===== src/verilog/card_cmd_pkg.sv =====
// Constants and carrier types shared by the card command decoder files.
// Assumes one 20 MHz clock and commands already deframed and CRC-checked.
package card_cmd_pkg;

   ////////////////////////////////////////////////////////////////////////////
   // Command indices
   localparam logic [5:0] CMD_STOP   = 6'h0c;
   localparam logic [5:0] CMD_STATUS = 6'h0d;
   localparam logic [5:0] CMD_SLEEP  = 6'h0f;
   localparam logic [5:0] CMD_BLKLEN = 6'h10;
   localparam logic [5:0] CMD_RD_ONE = 6'h11;
   localparam logic [5:0] CMD_RD_MUL = 6'h12;
   localparam logic [5:0] CMD_TUNE   = 6'h13;
   localparam logic [5:0] CMD_SPEED  = 6'h14;
   localparam logic [5:0] CMD_BLKCNT = 6'h17;

   ////////////////////////////////////////////////////////////////////////////
   // Lengths and status layout
   localparam logic [9:0]  BLK_DEF     = 10'h200;
   localparam logic [31:0] BLK_MAX     = 32'h0000_0200;
   localparam logic [9:0]  TUNE_LEN    = 10'h040;
   localparam int          ST_ERR_BIT  = 29;
   localparam logic [3:0]  ST_TRAN     = 4'h4;
   localparam logic [3:0]  ST_DATA     = 4'h5;

   ////////////////////////////////////////////////////////////////////////////
   // Busy time after a busy-type response
   localparam int CLK_MHZ  = 20;
   localparam int BUSY_NS  = 500;
   localparam int BUSY_CYC = (BUSY_NS * CLK_MHZ + 999) / 1000;

   ////////////////////////////////////////////////////////////////////////////
   // Types
   typedef enum logic [1:0] {
      RSP_NONE = 2'b00,
      RSP_R1   = 2'b01,
      RSP_R1B  = 2'b10
   } rkind_e;

   typedef enum logic [1:0] {
      ST_IDLE = 2'b00,
      ST_READ = 2'b01,
      ST_BUSY = 2'b10,
      ST_OFF  = 2'b11
   } state_e;

   typedef struct packed {
      logic [5:0]  index;
      logic [31:0] arg;
   } cmd_s;

   typedef struct packed {
      rkind_e      kind;
      logic [31:0] status;
   } resp_s;

   typedef struct packed {
      logic [7:0] data;
      logic       first;
      logic       last;
   } byte_s;

endpackage


===== src/verilog/byte_buf2.sv =====
// Two-entry byte buffer between the block streamer and the data pins.
// Assumes the drain side may stall at any time; ready and valid are flops.
module byte_buf2 (
   input  wire logic               clk,
   input  wire logic               nrst,
   input  wire logic               in_valid,
   input  wire card_cmd_pkg::byte_s in_data,
   output logic                    in_ready,
   output logic                    out_valid,
   output card_cmd_pkg::byte_s     out_data,
   input  wire logic               out_ready
);

   card_cmd_pkg::byte_s d1_r;
   logic [1:0]          cnt_r;
   logic [1:0]          cnt_nxt;
   wire                 push = in_valid & in_ready;
   wire                 pop  = out_valid & out_ready;

   // Head and second slot loading
   assign cnt_nxt = cnt_r + {1'b0, push} - {1'b0, pop};
   wire load_d0 = (pop & cnt_r == 2'd2) | (push & (cnt_r == 2'd0 | (pop & cnt_r == 2'd1)));
   wire load_d1 = push & ((cnt_r == 2'd1 & ~pop) | (cnt_r == 2'd2 & pop));
   wire card_cmd_pkg::byte_s d0_nxt = (cnt_r == 2'd2) ? d1_r : in_data;

   // Storage and flags
   always_ff @(posedge clk or negedge nrst) begin
      if (!nrst) begin
         cnt_r     <= 2'd0;
         in_ready  <= 1'b0;
         out_valid <= 1'b0;
         out_data  <= '0;
         d1_r      <= '0;
      end else begin
         cnt_r     <= cnt_nxt;
         in_ready  <= (cnt_nxt != 2'd2);
         out_valid <= (cnt_nxt != 2'd0);
         if (load_d0) begin
            out_data <= d0_nxt;
         end
         if (load_d1) begin
            d1_r <= in_data;
         end
      end
   end

endmodule


===== src/verilog/blk_streamer.sv =====
// Counts read bytes into blocks and blocks into a transfer.
// Assumes the memory only offers bytes while active is high.
module blk_streamer (
   input  wire logic                clk,
   input  wire logic                nrst,
   input  wire logic                start,
   input  wire logic                abort,
   input  wire logic [9:0]          len,
   input  wire logic [31:0]         limit,
   input  wire logic                take,
   input  wire logic [7:0]          in_data,
   output card_cmd_pkg::byte_s      out_byte,
   output logic                     active,
   output logic                     done
);

   logic [9:0]  byte_r;
   logic [9:0]  len_r;
   logic [31:0] blk_r;
   logic [31:0] limit_r;

   // Block and transfer boundaries; limit zero streams until stopped
   wire last_byte = (byte_r == len_r - 10'd1);
   wire last_blk  = (limit_r != 32'h0) & (blk_r == limit_r - 32'h1);
   wire finish    = take & last_byte & last_blk;
   assign out_byte = '{data: in_data, first: (byte_r == 10'h0), last: last_byte};

   // Counters
   always_ff @(posedge clk or negedge nrst) begin
      if (!nrst) begin
         byte_r  <= 10'h0;
         len_r   <= 10'h0;
         blk_r   <= 32'h0;
         limit_r <= 32'h0;
         active  <= 1'b0;
         done    <= 1'b0;
      end else begin
         done <= finish | (abort & active);
         if (start) begin
            byte_r  <= 10'h0;
            blk_r   <= 32'h0;
            len_r   <= len;
            limit_r <= limit;
            active  <= 1'b1;
         end else if (abort | finish) begin
            active <= 1'b0;
         end else if (take & last_byte) begin
            byte_r <= 10'h0;
            blk_r  <= blk_r + 32'h1;
         end else if (take) begin
            byte_r <= byte_r + 10'h1;
         end
      end
   end

endmodule


===== src/verilog/card_cmd_decoder.sv =====
// Command decoder for basic and block-read commands of a memory card.
// Assumes commands arrive deframed, one per valid cycle, and the memory
// array streams bytes from the given address while mem_rd is high.
module card_cmd_decoder (
   input  wire logic                 clk,
   input  wire logic                 nrst,
   input  wire logic                 cmd_valid,
   input  wire card_cmd_pkg::cmd_s   cmd,
   input  wire logic [15:0]          rca,
   input  wire logic                 ccs,
   input  wire logic                 partial_ok,
   output logic                      resp_valid,
   output card_cmd_pkg::resp_s       resp,
   output logic                      busy,
   output logic                      inactive,
   output logic [9:0]                lock_len,
   output logic [3:0]                spd_ctrl,
   output logic                      spd_strobe,
   output logic                      mem_start,
   output logic [40:0]               mem_addr,
   output logic                      mem_tune,
   output logic                      mem_rd,
   input  wire logic                 mem_valid,
   input  wire logic [7:0]           mem_data,
   output logic                      mem_ready,
   output logic                      dout_valid,
   output card_cmd_pkg::byte_s       dout,
   input  wire logic                 dout_ready
);

   localparam int busy_hi = card_cmd_pkg::BUSY_CYC - 1;

   card_cmd_pkg::state_e st_r;
   card_cmd_pkg::state_e st_nxt;
   logic [9:0]           blk_len_r;
   logic [31:0]          blk_cnt_r;
   logic                 err_r;
   logic [7:0]           busy_cnt_r;
   logic                 str_done;
   card_cmd_pkg::byte_s  str_byte;

   ////////////////////////////////////////////////////////////////////////////
   // Command decode; any other index, reserved 14/21/22 included, is ignored
   wire       live    = cmd_valid & (st_r != card_cmd_pkg::ST_OFF);
   wire       idle    = (st_r == card_cmd_pkg::ST_IDLE);
   wire [5:0] idx     = cmd.index;
   wire       rca_hit = (cmd.arg[31:16] == rca);
   // Stop is refused while the busy time of an earlier busy response runs
   wire c_stop   = live & (st_r != card_cmd_pkg::ST_BUSY) & (idx == card_cmd_pkg::CMD_STOP);
   wire c_status = live & (idx == card_cmd_pkg::CMD_STATUS) & rca_hit;
   wire c_sleep  = live & (idx == card_cmd_pkg::CMD_SLEEP) & rca_hit;
   wire c_len    = live & idle & (idx == card_cmd_pkg::CMD_BLKLEN);
   wire c_rd_one = live & idle & (idx == card_cmd_pkg::CMD_RD_ONE);
   wire c_rd_mul = live & idle & (idx == card_cmd_pkg::CMD_RD_MUL);
   wire c_tune   = live & idle & (idx == card_cmd_pkg::CMD_TUNE);
   wire c_speed  = live & idle & (idx == card_cmd_pkg::CMD_SPEED);
   wire c_cnt    = live & idle & (idx == card_cmd_pkg::CMD_BLKCNT);
   wire rd_start = c_rd_one | c_rd_mul | c_tune;
   wire answers  = c_stop | c_status | c_len | rd_start | c_speed | c_cnt;
   wire is_r1b   = c_stop | c_speed;

   ////////////////////////////////////////////////////////////////////////////
   // Block length checks and effective read geometry
   wire len_big = c_len & (cmd.arg > card_cmd_pkg::BLK_MAX);
   wire len_ok  = c_len & ~len_big;
   wire std_len = ~ccs & partial_ok;
   wire [9:0] rd_len = std_len ? blk_len_r : card_cmd_pkg::BLK_DEF;
   wire [9:0] eff_len = c_tune ? card_cmd_pkg::TUNE_LEN : rd_len;
   wire [31:0] eff_lim = c_rd_mul ? blk_cnt_r : 32'h1;
   wire [40:0] eff_addr = ccs ? {cmd.arg, 9'h0} : {9'h0, cmd.arg};

   ////////////////////////////////////////////////////////////////////////////
   // Status word; length error is reported then cleared by a status query
   wire [3:0] cur_st = (st_r == card_cmd_pkg::ST_READ) ? card_cmd_pkg::ST_DATA : card_cmd_pkg::ST_TRAN;
   wire err_now = err_r | len_big;
   wire [31:0] status_word = {2'b00, err_now, 16'h0, cur_st, 1'b1, 8'h00};
   wire err_nxt = len_big | (err_r & ~c_status);

   ////////////////////////////////////////////////////////////////////////////
   // State sequencing
   wire busy_end = (busy_cnt_r == 8'h0);
   always_comb begin
      st_nxt = st_r;
      case (st_r)
         card_cmd_pkg::ST_IDLE: begin
            if (c_sleep) begin
               st_nxt = card_cmd_pkg::ST_OFF;
            end else if (c_speed | c_stop) begin
               st_nxt = card_cmd_pkg::ST_BUSY;
            end else if (rd_start) begin
               st_nxt = card_cmd_pkg::ST_READ;
            end
         end
         card_cmd_pkg::ST_READ: begin
            if (c_sleep) begin
               st_nxt = card_cmd_pkg::ST_OFF;
            end else if (c_stop) begin
               st_nxt = card_cmd_pkg::ST_BUSY;
            end else if (str_done) begin
               st_nxt = card_cmd_pkg::ST_IDLE;
            end
         end
         card_cmd_pkg::ST_BUSY: begin
            if (busy_end) begin
               st_nxt = card_cmd_pkg::ST_IDLE;
            end
         end
         card_cmd_pkg::ST_OFF: begin
            st_nxt = card_cmd_pkg::ST_OFF;
         end
         default: begin
            st_nxt = card_cmd_pkg::ST_IDLE;
         end
      endcase
   end

   wire enter_busy = (st_nxt == card_cmd_pkg::ST_BUSY) & (st_r != card_cmd_pkg::ST_BUSY);
   wire [7:0] busy_cnt_nxt = enter_busy ? 8'(busy_hi) : (busy_end ? 8'h0 : busy_cnt_r - 8'h1);

   // State, busy timer and stored settings
   always_ff @(posedge clk or negedge nrst) begin
      if (!nrst) begin
         st_r       <= card_cmd_pkg::ST_IDLE;
         busy_cnt_r <= 8'h0;
         blk_len_r  <= card_cmd_pkg::BLK_DEF;
         blk_cnt_r  <= 32'h0;
         err_r      <= 1'b0;
      end else begin
         st_r       <= st_nxt;
         busy_cnt_r <= busy_cnt_nxt;
         err_r      <= err_nxt;
         if (len_ok) begin
            blk_len_r <= cmd.arg[9:0];
         end
         if (c_cnt) begin
            blk_cnt_r <= cmd.arg;
         end else if (c_rd_mul) begin
            blk_cnt_r <= 32'h0;
         end
      end
   end

   // Registered outputs: response, busy, settings and memory request
   always_ff @(posedge clk or negedge nrst) begin
      if (!nrst) begin
         resp_valid <= 1'b0;
         resp       <= '0;
         busy       <= 1'b0;
         inactive   <= 1'b0;
         lock_len   <= card_cmd_pkg::BLK_DEF;
         spd_ctrl   <= 4'h0;
         spd_strobe <= 1'b0;
         mem_start  <= 1'b0;
         mem_addr   <= 41'h0;
         mem_tune   <= 1'b0;
      end else begin
         resp_valid <= answers;
         resp       <= '{kind: is_r1b ? card_cmd_pkg::RSP_R1B : (answers ? card_cmd_pkg::RSP_R1
                                                                       : card_cmd_pkg::RSP_NONE),
                         status: status_word};
         busy       <= (st_nxt == card_cmd_pkg::ST_BUSY);
         inactive   <= (st_nxt == card_cmd_pkg::ST_OFF);
         spd_strobe <= c_speed;
         mem_start  <= rd_start;
         if (len_ok) begin
            lock_len <= cmd.arg[9:0];
         end
         if (c_speed) begin
            spd_ctrl <= cmd.arg[31:28];
         end
         if (rd_start) begin
            mem_addr <= eff_addr;
            mem_tune <= c_tune;
         end
      end
   end

   ////////////////////////////////////////////////////////////////////////////
   // Data path: streamer then two-entry buffer
   wire take = mem_valid & mem_ready & mem_rd;

   blk_streamer u_str (
      .clk      (clk),
      .nrst     (nrst),
      .start    (rd_start),
      .abort    (c_stop | c_sleep),
      .len      (eff_len),
      .limit    (eff_lim),
      .take     (take),
      .in_data  (mem_data),
      .out_byte (str_byte),
      .active   (mem_rd),
      .done     (str_done)
   );

   byte_buf2 u_buf (
      .clk       (clk),
      .nrst      (nrst),
      .in_valid  (take),
      .in_data   (str_byte),
      .in_ready  (mem_ready),
      .out_valid (dout_valid),
      .out_data  (dout),
      .out_ready (dout_ready)
   );

   ////////////////////////////////////////////////////////////////////////////
   // Checks
   len_error_a: assert property (@(posedge clk) disable iff (!nrst)
      len_big |=> err_r && resp.status[card_cmd_pkg::ST_ERR_BIT]) else $error("length error not flagged");
   len_keep_a: assert property (@(posedge clk) disable iff (!nrst)
      c_len |=> blk_len_r == ($past(len_big) ? $past(blk_len_r) : $past(cmd.arg[9:0])))
      else $error("block length update wrong");
   hc_len_a: assert property (@(posedge clk) disable iff (!nrst)
      (c_rd_one | c_rd_mul) && ccs |-> eff_len == 10'h200) else $error("high capacity length not 512");
   stop_end_a: assert property (@(posedge clk) disable iff (!nrst)
      c_stop && mem_rd |=> !mem_rd && busy && resp.kind == card_cmd_pkg::RSP_R1B)
      else $error("stop did not end transfer");
   busy_time_a: assert property (@(posedge clk) disable iff (!nrst)
      $rose(busy) |-> ##busy_hi busy ##1 !busy) else $error("busy length wrong");
   status_ans_a: assert property (@(posedge clk) disable iff (!nrst)
      c_status |=> resp_valid && resp.status == $past(status_word)) else $error("status not returned");
   off_silent_a: assert property (@(posedge clk) disable iff (!nrst)
      c_sleep |=> inactive ##1 (inactive && !resp_valid)[*2]) else $error("inactive card answered");
   hc_addr_a: assert property (@(posedge clk) disable iff (!nrst)
      rd_start && ccs && !c_tune |=> mem_addr == {$past(cmd.arg), 9'h0}) else $error("block address not scaled");
   cnt_store_a: assert property (@(posedge clk) disable iff (!nrst)
      c_cnt |=> blk_cnt_r == $past(cmd.arg)) else $error("block count not stored");
   tune_start_a: assert property (@(posedge clk) disable iff (!nrst)
      c_tune |=> mem_tune && mem_rd && resp_valid && resp.kind == card_cmd_pkg::RSP_R1)
      else $error("tuning read not started");
   speed_code_a: assert property (@(posedge clk) disable iff (!nrst)
      c_speed |=> spd_ctrl == $past(cmd.arg[31:28]) && spd_strobe) else $error("speed code not taken");

   rsvd_quiet_a: assert property (@(posedge clk) disable iff (!nrst)
      cmd_valid && (idx == 6'h0e || idx == 6'h15 || idx == 6'h16) |=> !resp_valid)
      else $error("reserved index answered");
   cnt_used_a: assert property (@(posedge clk) disable iff (!nrst)
      c_rd_mul |=> blk_cnt_r == 32'h0) else $error("block count not consumed");
   lock_follow_a: assert property (@(posedge clk) disable iff (!nrst)
      len_ok |=> lock_len == $past(cmd.arg[9:0])) else $error("lock length not updated");
   status_addr_a: assert property (@(posedge clk) disable iff (!nrst)
      live && idx == card_cmd_pkg::CMD_STATUS && !rca_hit |=> !resp_valid)
      else $error("status answered for other address");
   busy_stop_a: assert property (@(posedge clk) disable iff (!nrst)
      st_r == card_cmd_pkg::ST_BUSY && cmd_valid && idx == card_cmd_pkg::CMD_STOP |=> !resp_valid)
      else $error("stop answered while busy");

   // Main scenarios
   single_done_c: cover property (@(posedge clk) disable iff (!nrst) c_rd_one ##[1:1000] str_done);
   err_report_c: cover property (@(posedge clk) disable iff (!nrst) c_status && err_r);
   stop_mid_c: cover property (@(posedge clk) disable iff (!nrst) c_rd_mul ##[1:1000] c_stop);
   tune_done_c: cover property (@(posedge clk) disable iff (!nrst) c_tune ##[1:300] str_done);

endmodule


===== config.mk =====
export PLATFORM = sky130hd
export DESIGN_NAME = card_cmd_decoder
export DESIGN_NICKNAME = d
export VERILOG_FILES = /design/src/verilog/card_cmd_pkg.sv /design/src/verilog/byte_buf2.sv /design/src/verilog/blk_streamer.sv /design/src/verilog/card_cmd_decoder.sv
export SDC_FILE = /design/constraint.sdc
export NUM_CORES = 1
export LEC_CHECK = 0
export ABC_AREA = 1
export BUFFER_PORTS_ARGS = -buffer_cell sky130_fd_sc_hd__buf_4
export CORE_ASPECT_RATIO = 0.6
export CORE_MARGIN = 1.5
export CORE_UTILIZATION = 26
export DETAILED_ROUTE_END_ITERATION = 7
export GPL_ROUTABILITY_DRIVEN = 0
export PLACE_DENSITY = 0.44
export SLEW_MARGIN = 30
export SYNTH_ARGS = -nofsm -noshare
export SYNTH_HDL_FRONTEND = slang
export SYNTH_SLANG_ARGS = --single-unit

===== constraint.sdc =====
create_clock -name clk -period 3.5 [get_ports clk]
set_clock_uncertainty 0.05 [all_clocks]
set_input_delay 0.35 -clock clk [delete_from_list [all_inputs] [get_ports clk]]
set_output_delay 0.35 -clock clk [all_outputs]
set_load 0.05 [all_outputs]

==> results_dict.tcl <==
set metrics [dict create \
    cp_data_arrival_time_ns 3.57 \
    critPathTopFamily "simple AND/OR/NAND/NOR gates" \
    ios 177 \
    cts_setup_buffers 0 \
    path_buf_inv 2 \
    slowest_stage "dfrtp_1" \
    routedWlPerCell_um 16.5 \
    root_buffer "clkbuf_16" \
    die_h_um 173 \
    clock_latency_ns 0.56 \
    drc 0 \
    endpoint_kind "flip-flop" \
    fp-row-count 62 \
    clockBufferDepth 3 \
    dp_hpwl_um 31100 \
    die_w_um 286 \
    synth_seq_area_share_pct 43.8 \
    period_needed_ns 3.18 \
    peakVddDrop_mv 0.299 \
    synth.distinct_cells 44 \
    totalWireLength_um 41300 \
    syn_area_um2 12500 \
    syn_to_final_growth_pct 21.2 \
    cts_sinks 219 \
    cts_htree_levels 1 \
    final_cell_area_um2 15200 \
    hold_class "in2reg" \
    grt_pass1_vias 11000 \
    firstDrtPassIters 5 \
    grt_first_pass_wirelength_um 65200 \
    dpl-instance-area_um2 14200 \
    cts_tree "built" \
    grt_max_degree 74 \
    timing.setup.critical_path_class "reg2reg" \
    crit_chain "inv_1, ha_1, nand3_2, nor2_2, nor2_1, nor2_1, nand2_1, nor2_1, nand2_1, nor2_4, nand2_1, nor2_1, nand2_1, nand3_2, nand2_2, buf_4, nand2_1, nand2_1" \
    vias 11600 \
    drive_gt1_share_pct 13.0 \
    start_kind "flip-flop" \
    ant_nets 0 \
    holdPathStages 3 \
    cp_max_fo 32 \
    setup_viol 0 \
    maxSlewHeadroom_pct 49.2 \
    synth_cells 1697 \
    crit_required_ns 3.89 \
    reg2reg_depth 18 \
    overflow 0 \
    grt_antenna_before_repair 0 \
    max_stage_delay_ns 0.40 \
    cts.reportedPaths.clkPinSlew_ns 0.06 \
    fp.dieArea_um2 49500 \
    status "finished, final reports clean" \
    grt_usage_pct 16.7 \
    drt_iter0_drc 959 \
    n_antenna_cell 0 \
    avgSynthCellArea_um2 7.38 \
    vias_per_cell 4.64 \
    hold_viol 0 \
    start_util_pct 26.2 \
    fmax_ghz 0.314 \
    cap_violations 0 \
    rsz0062_at_grt "no" \
    tightest_slew_ns 0.762 \
    core_area_um2 47700 \
    cts_buffers 25 \
    finalCritPeriodShare_pct 90.9 \
    power.density_nw_per_um2 643 \
    fin_nets 1919 \
    fill_cells 5180 \
    power.leakage_uw 0.00746 \
    synth_warnings 0 \
    io_buffer_count 148 \
    setup_tns_ns 0 \
    crit_cells 18 \
    cpMostUsedCell "nand2_1" \
    report.final.slew_viol_count 0 \
    synth_seq_cells 219 \
]
## area by class of cell
| class | instances | area [um2] | share of cell area, % |
|---|---|---|---|
| tap | 640 | 801 | 5.28 |
| clock inverter | 7 | 83.8 | 0.553 |
| clock buffer | 38 | 734 | 4.84 |
| sequential | 219 | 5480 | 36.1 |
| timing repair buffer | 177 | 1390 | 9.15 |
| inverter | 210 | 791 | 5.21 |
| multi-input combinational | 1207 | 5890 | 38.8 |
## sequential cells by signal, summed over array words and instances, names as in the netlist, 4 cells and up
name,count
mem_addr,41
blk_cnt_r,32
u_str.blk_r,32
u_str.limit_r,32
lock_len,10
u_buf.d1_r,10
u_buf.out_data,10
u_str.byte_r,10
u_str.len_r,10
busy_cnt_r,8
resp,5
spd_ctrl,4
## final timing paths
kind                                            start                           to  slack (ns)
max                        u_str.len_r[0]$_DFFE_PN0N_  u_str.blk_r[20]$_DFFE_PN0P_        0.32
min                                            cmd[9]      mem_addr[9]$_DFFE_PN0N_        0.06
max reg2reg                u_str.len_r[0]$_DFFE_PN0N_  u_str.blk_r[20]$_DFFE_PN0P_        0.32
min reg2reg                   busy_cnt_r[0]$_DFF_PN0_      busy_cnt_r[0]$_DFF_PN0_        0.42
max in group asynchronous                        nrst  u_str.blk_r[14]$_DFFE_PN0P_        2.17
min in group asynchronous                        nrst      mem_addr[2]$_DFFE_PN0N_        0.31
## metal layers
| layer | global-route usage [%] | vias up | routed length (um) |
|---|---|---|---|
| met2 | 21.9 | 327 | 15800 |
| met1 | 27.8 | 5553 | 22000 |
| li1 | - | 5676 | - |
| met3 | 3.38 | 36 | 3080 |
| met5 | 0 | - | 0 |
| met4 | 2.18 | 0 | 443 |
## logic make-up after synthesis
family                   after synthesis  synth area share [%]
AND/OR/NAND/NOR                      885                  29.7
buffers and inverters                298                  10.1
flip-flops                           219                  43.8
AO/OA/AOI/OAI                        199                  9.29
XOR/XNOR                              76                  5.32
adder cells (fa/ha/maj)               10                  1.00
multiplexers                           8                 0.720
other                                  2                0.0600
## synth_stat cells, drive strengths merged
library cell    n  area share, %
a211oi          1          0.060
a21boi          1          0.060
a21oi           4           0.16
a2bb2oi         1          0.070
a31oi           9           0.45
a32o            1          0.080
and2            2           0.10
buf            43            2.5
clkbuf         45            1.3
clkinv          4           0.12
conb            2          0.060
dfrtp         218             44
dfstp           1           0.21
ha             10            1.0
inv           206            6.2
mux2            8           0.72
nand2         472             14
nand3         118            4.8
nand3b          6           0.36
nand4          31            1.5
nor2          211            6.6
nor3           21           0.84
nor3b           2           0.12
nor4           16           0.80
o2111ai         1          0.070
o211ai          1          0.060
o21a            3           0.18
o21ai          96            3.8
o21bai          2           0.12
o22ai          60            3.0
o31ai          19            1.1
or2             5           0.25
or3             1          0.050
xnor2          34            2.4
xor2           42            2.9
## report_power, final
part	switching, uW	leakage [uW]	total [uW]	internal [uW]
combinational	2310	0.00429	3470	1160
clock	1140	0.000396	2670	1530
sequential	490	0.00277	3610	3120
## repair_timing
item                                   in CTS  in global routing
gates resized for setup                     1                  3
setup endpoints to repair                   8                 42
hold buffers                                9                  0
endpoints found under the hold margin      84                  0
## stage by stage
step	hold slack (ns)	worst slack [ns]	total power [uW]	utilization (%)	instances
6_report	0.0642	0.319	9750	31.8	2498
5_1_grt	0.0709	0.00284	10400	31.8	2498
2_1_floorplan	0.00441	1.18	6030	-	1724
3_5_place_dp	0.334	0.0168	7120	29.9	2444
3_3_place_gp	0.325	0.0960	7100	29.9	2444
4_1_cts	0.0342	0.154	9850	31.8	2498
## tightest hold or removal path, cell delays in order
cell and delay [ns]:
buf_4 0.08, o21ai_0 0.07, o21ai_1 0.12
## cell usage in the layout, fill, tap and decap left out, drive strengths merged, types with 34 or more instances in the layout
cell type / Yosys / layout
buf: 43 / 168
nor2: 211 / 211
xnor2: 34 / 34
xor2: 42 / 42
o21ai: 96 / 96
nand3: 118 / 118
dfrtp: 218 / 218
nand2: 472 / 472
clkbuf: 45 / 38
inv: 206 / 207
o22ai: 60 / 60
(Power assumes the default switching activity.)
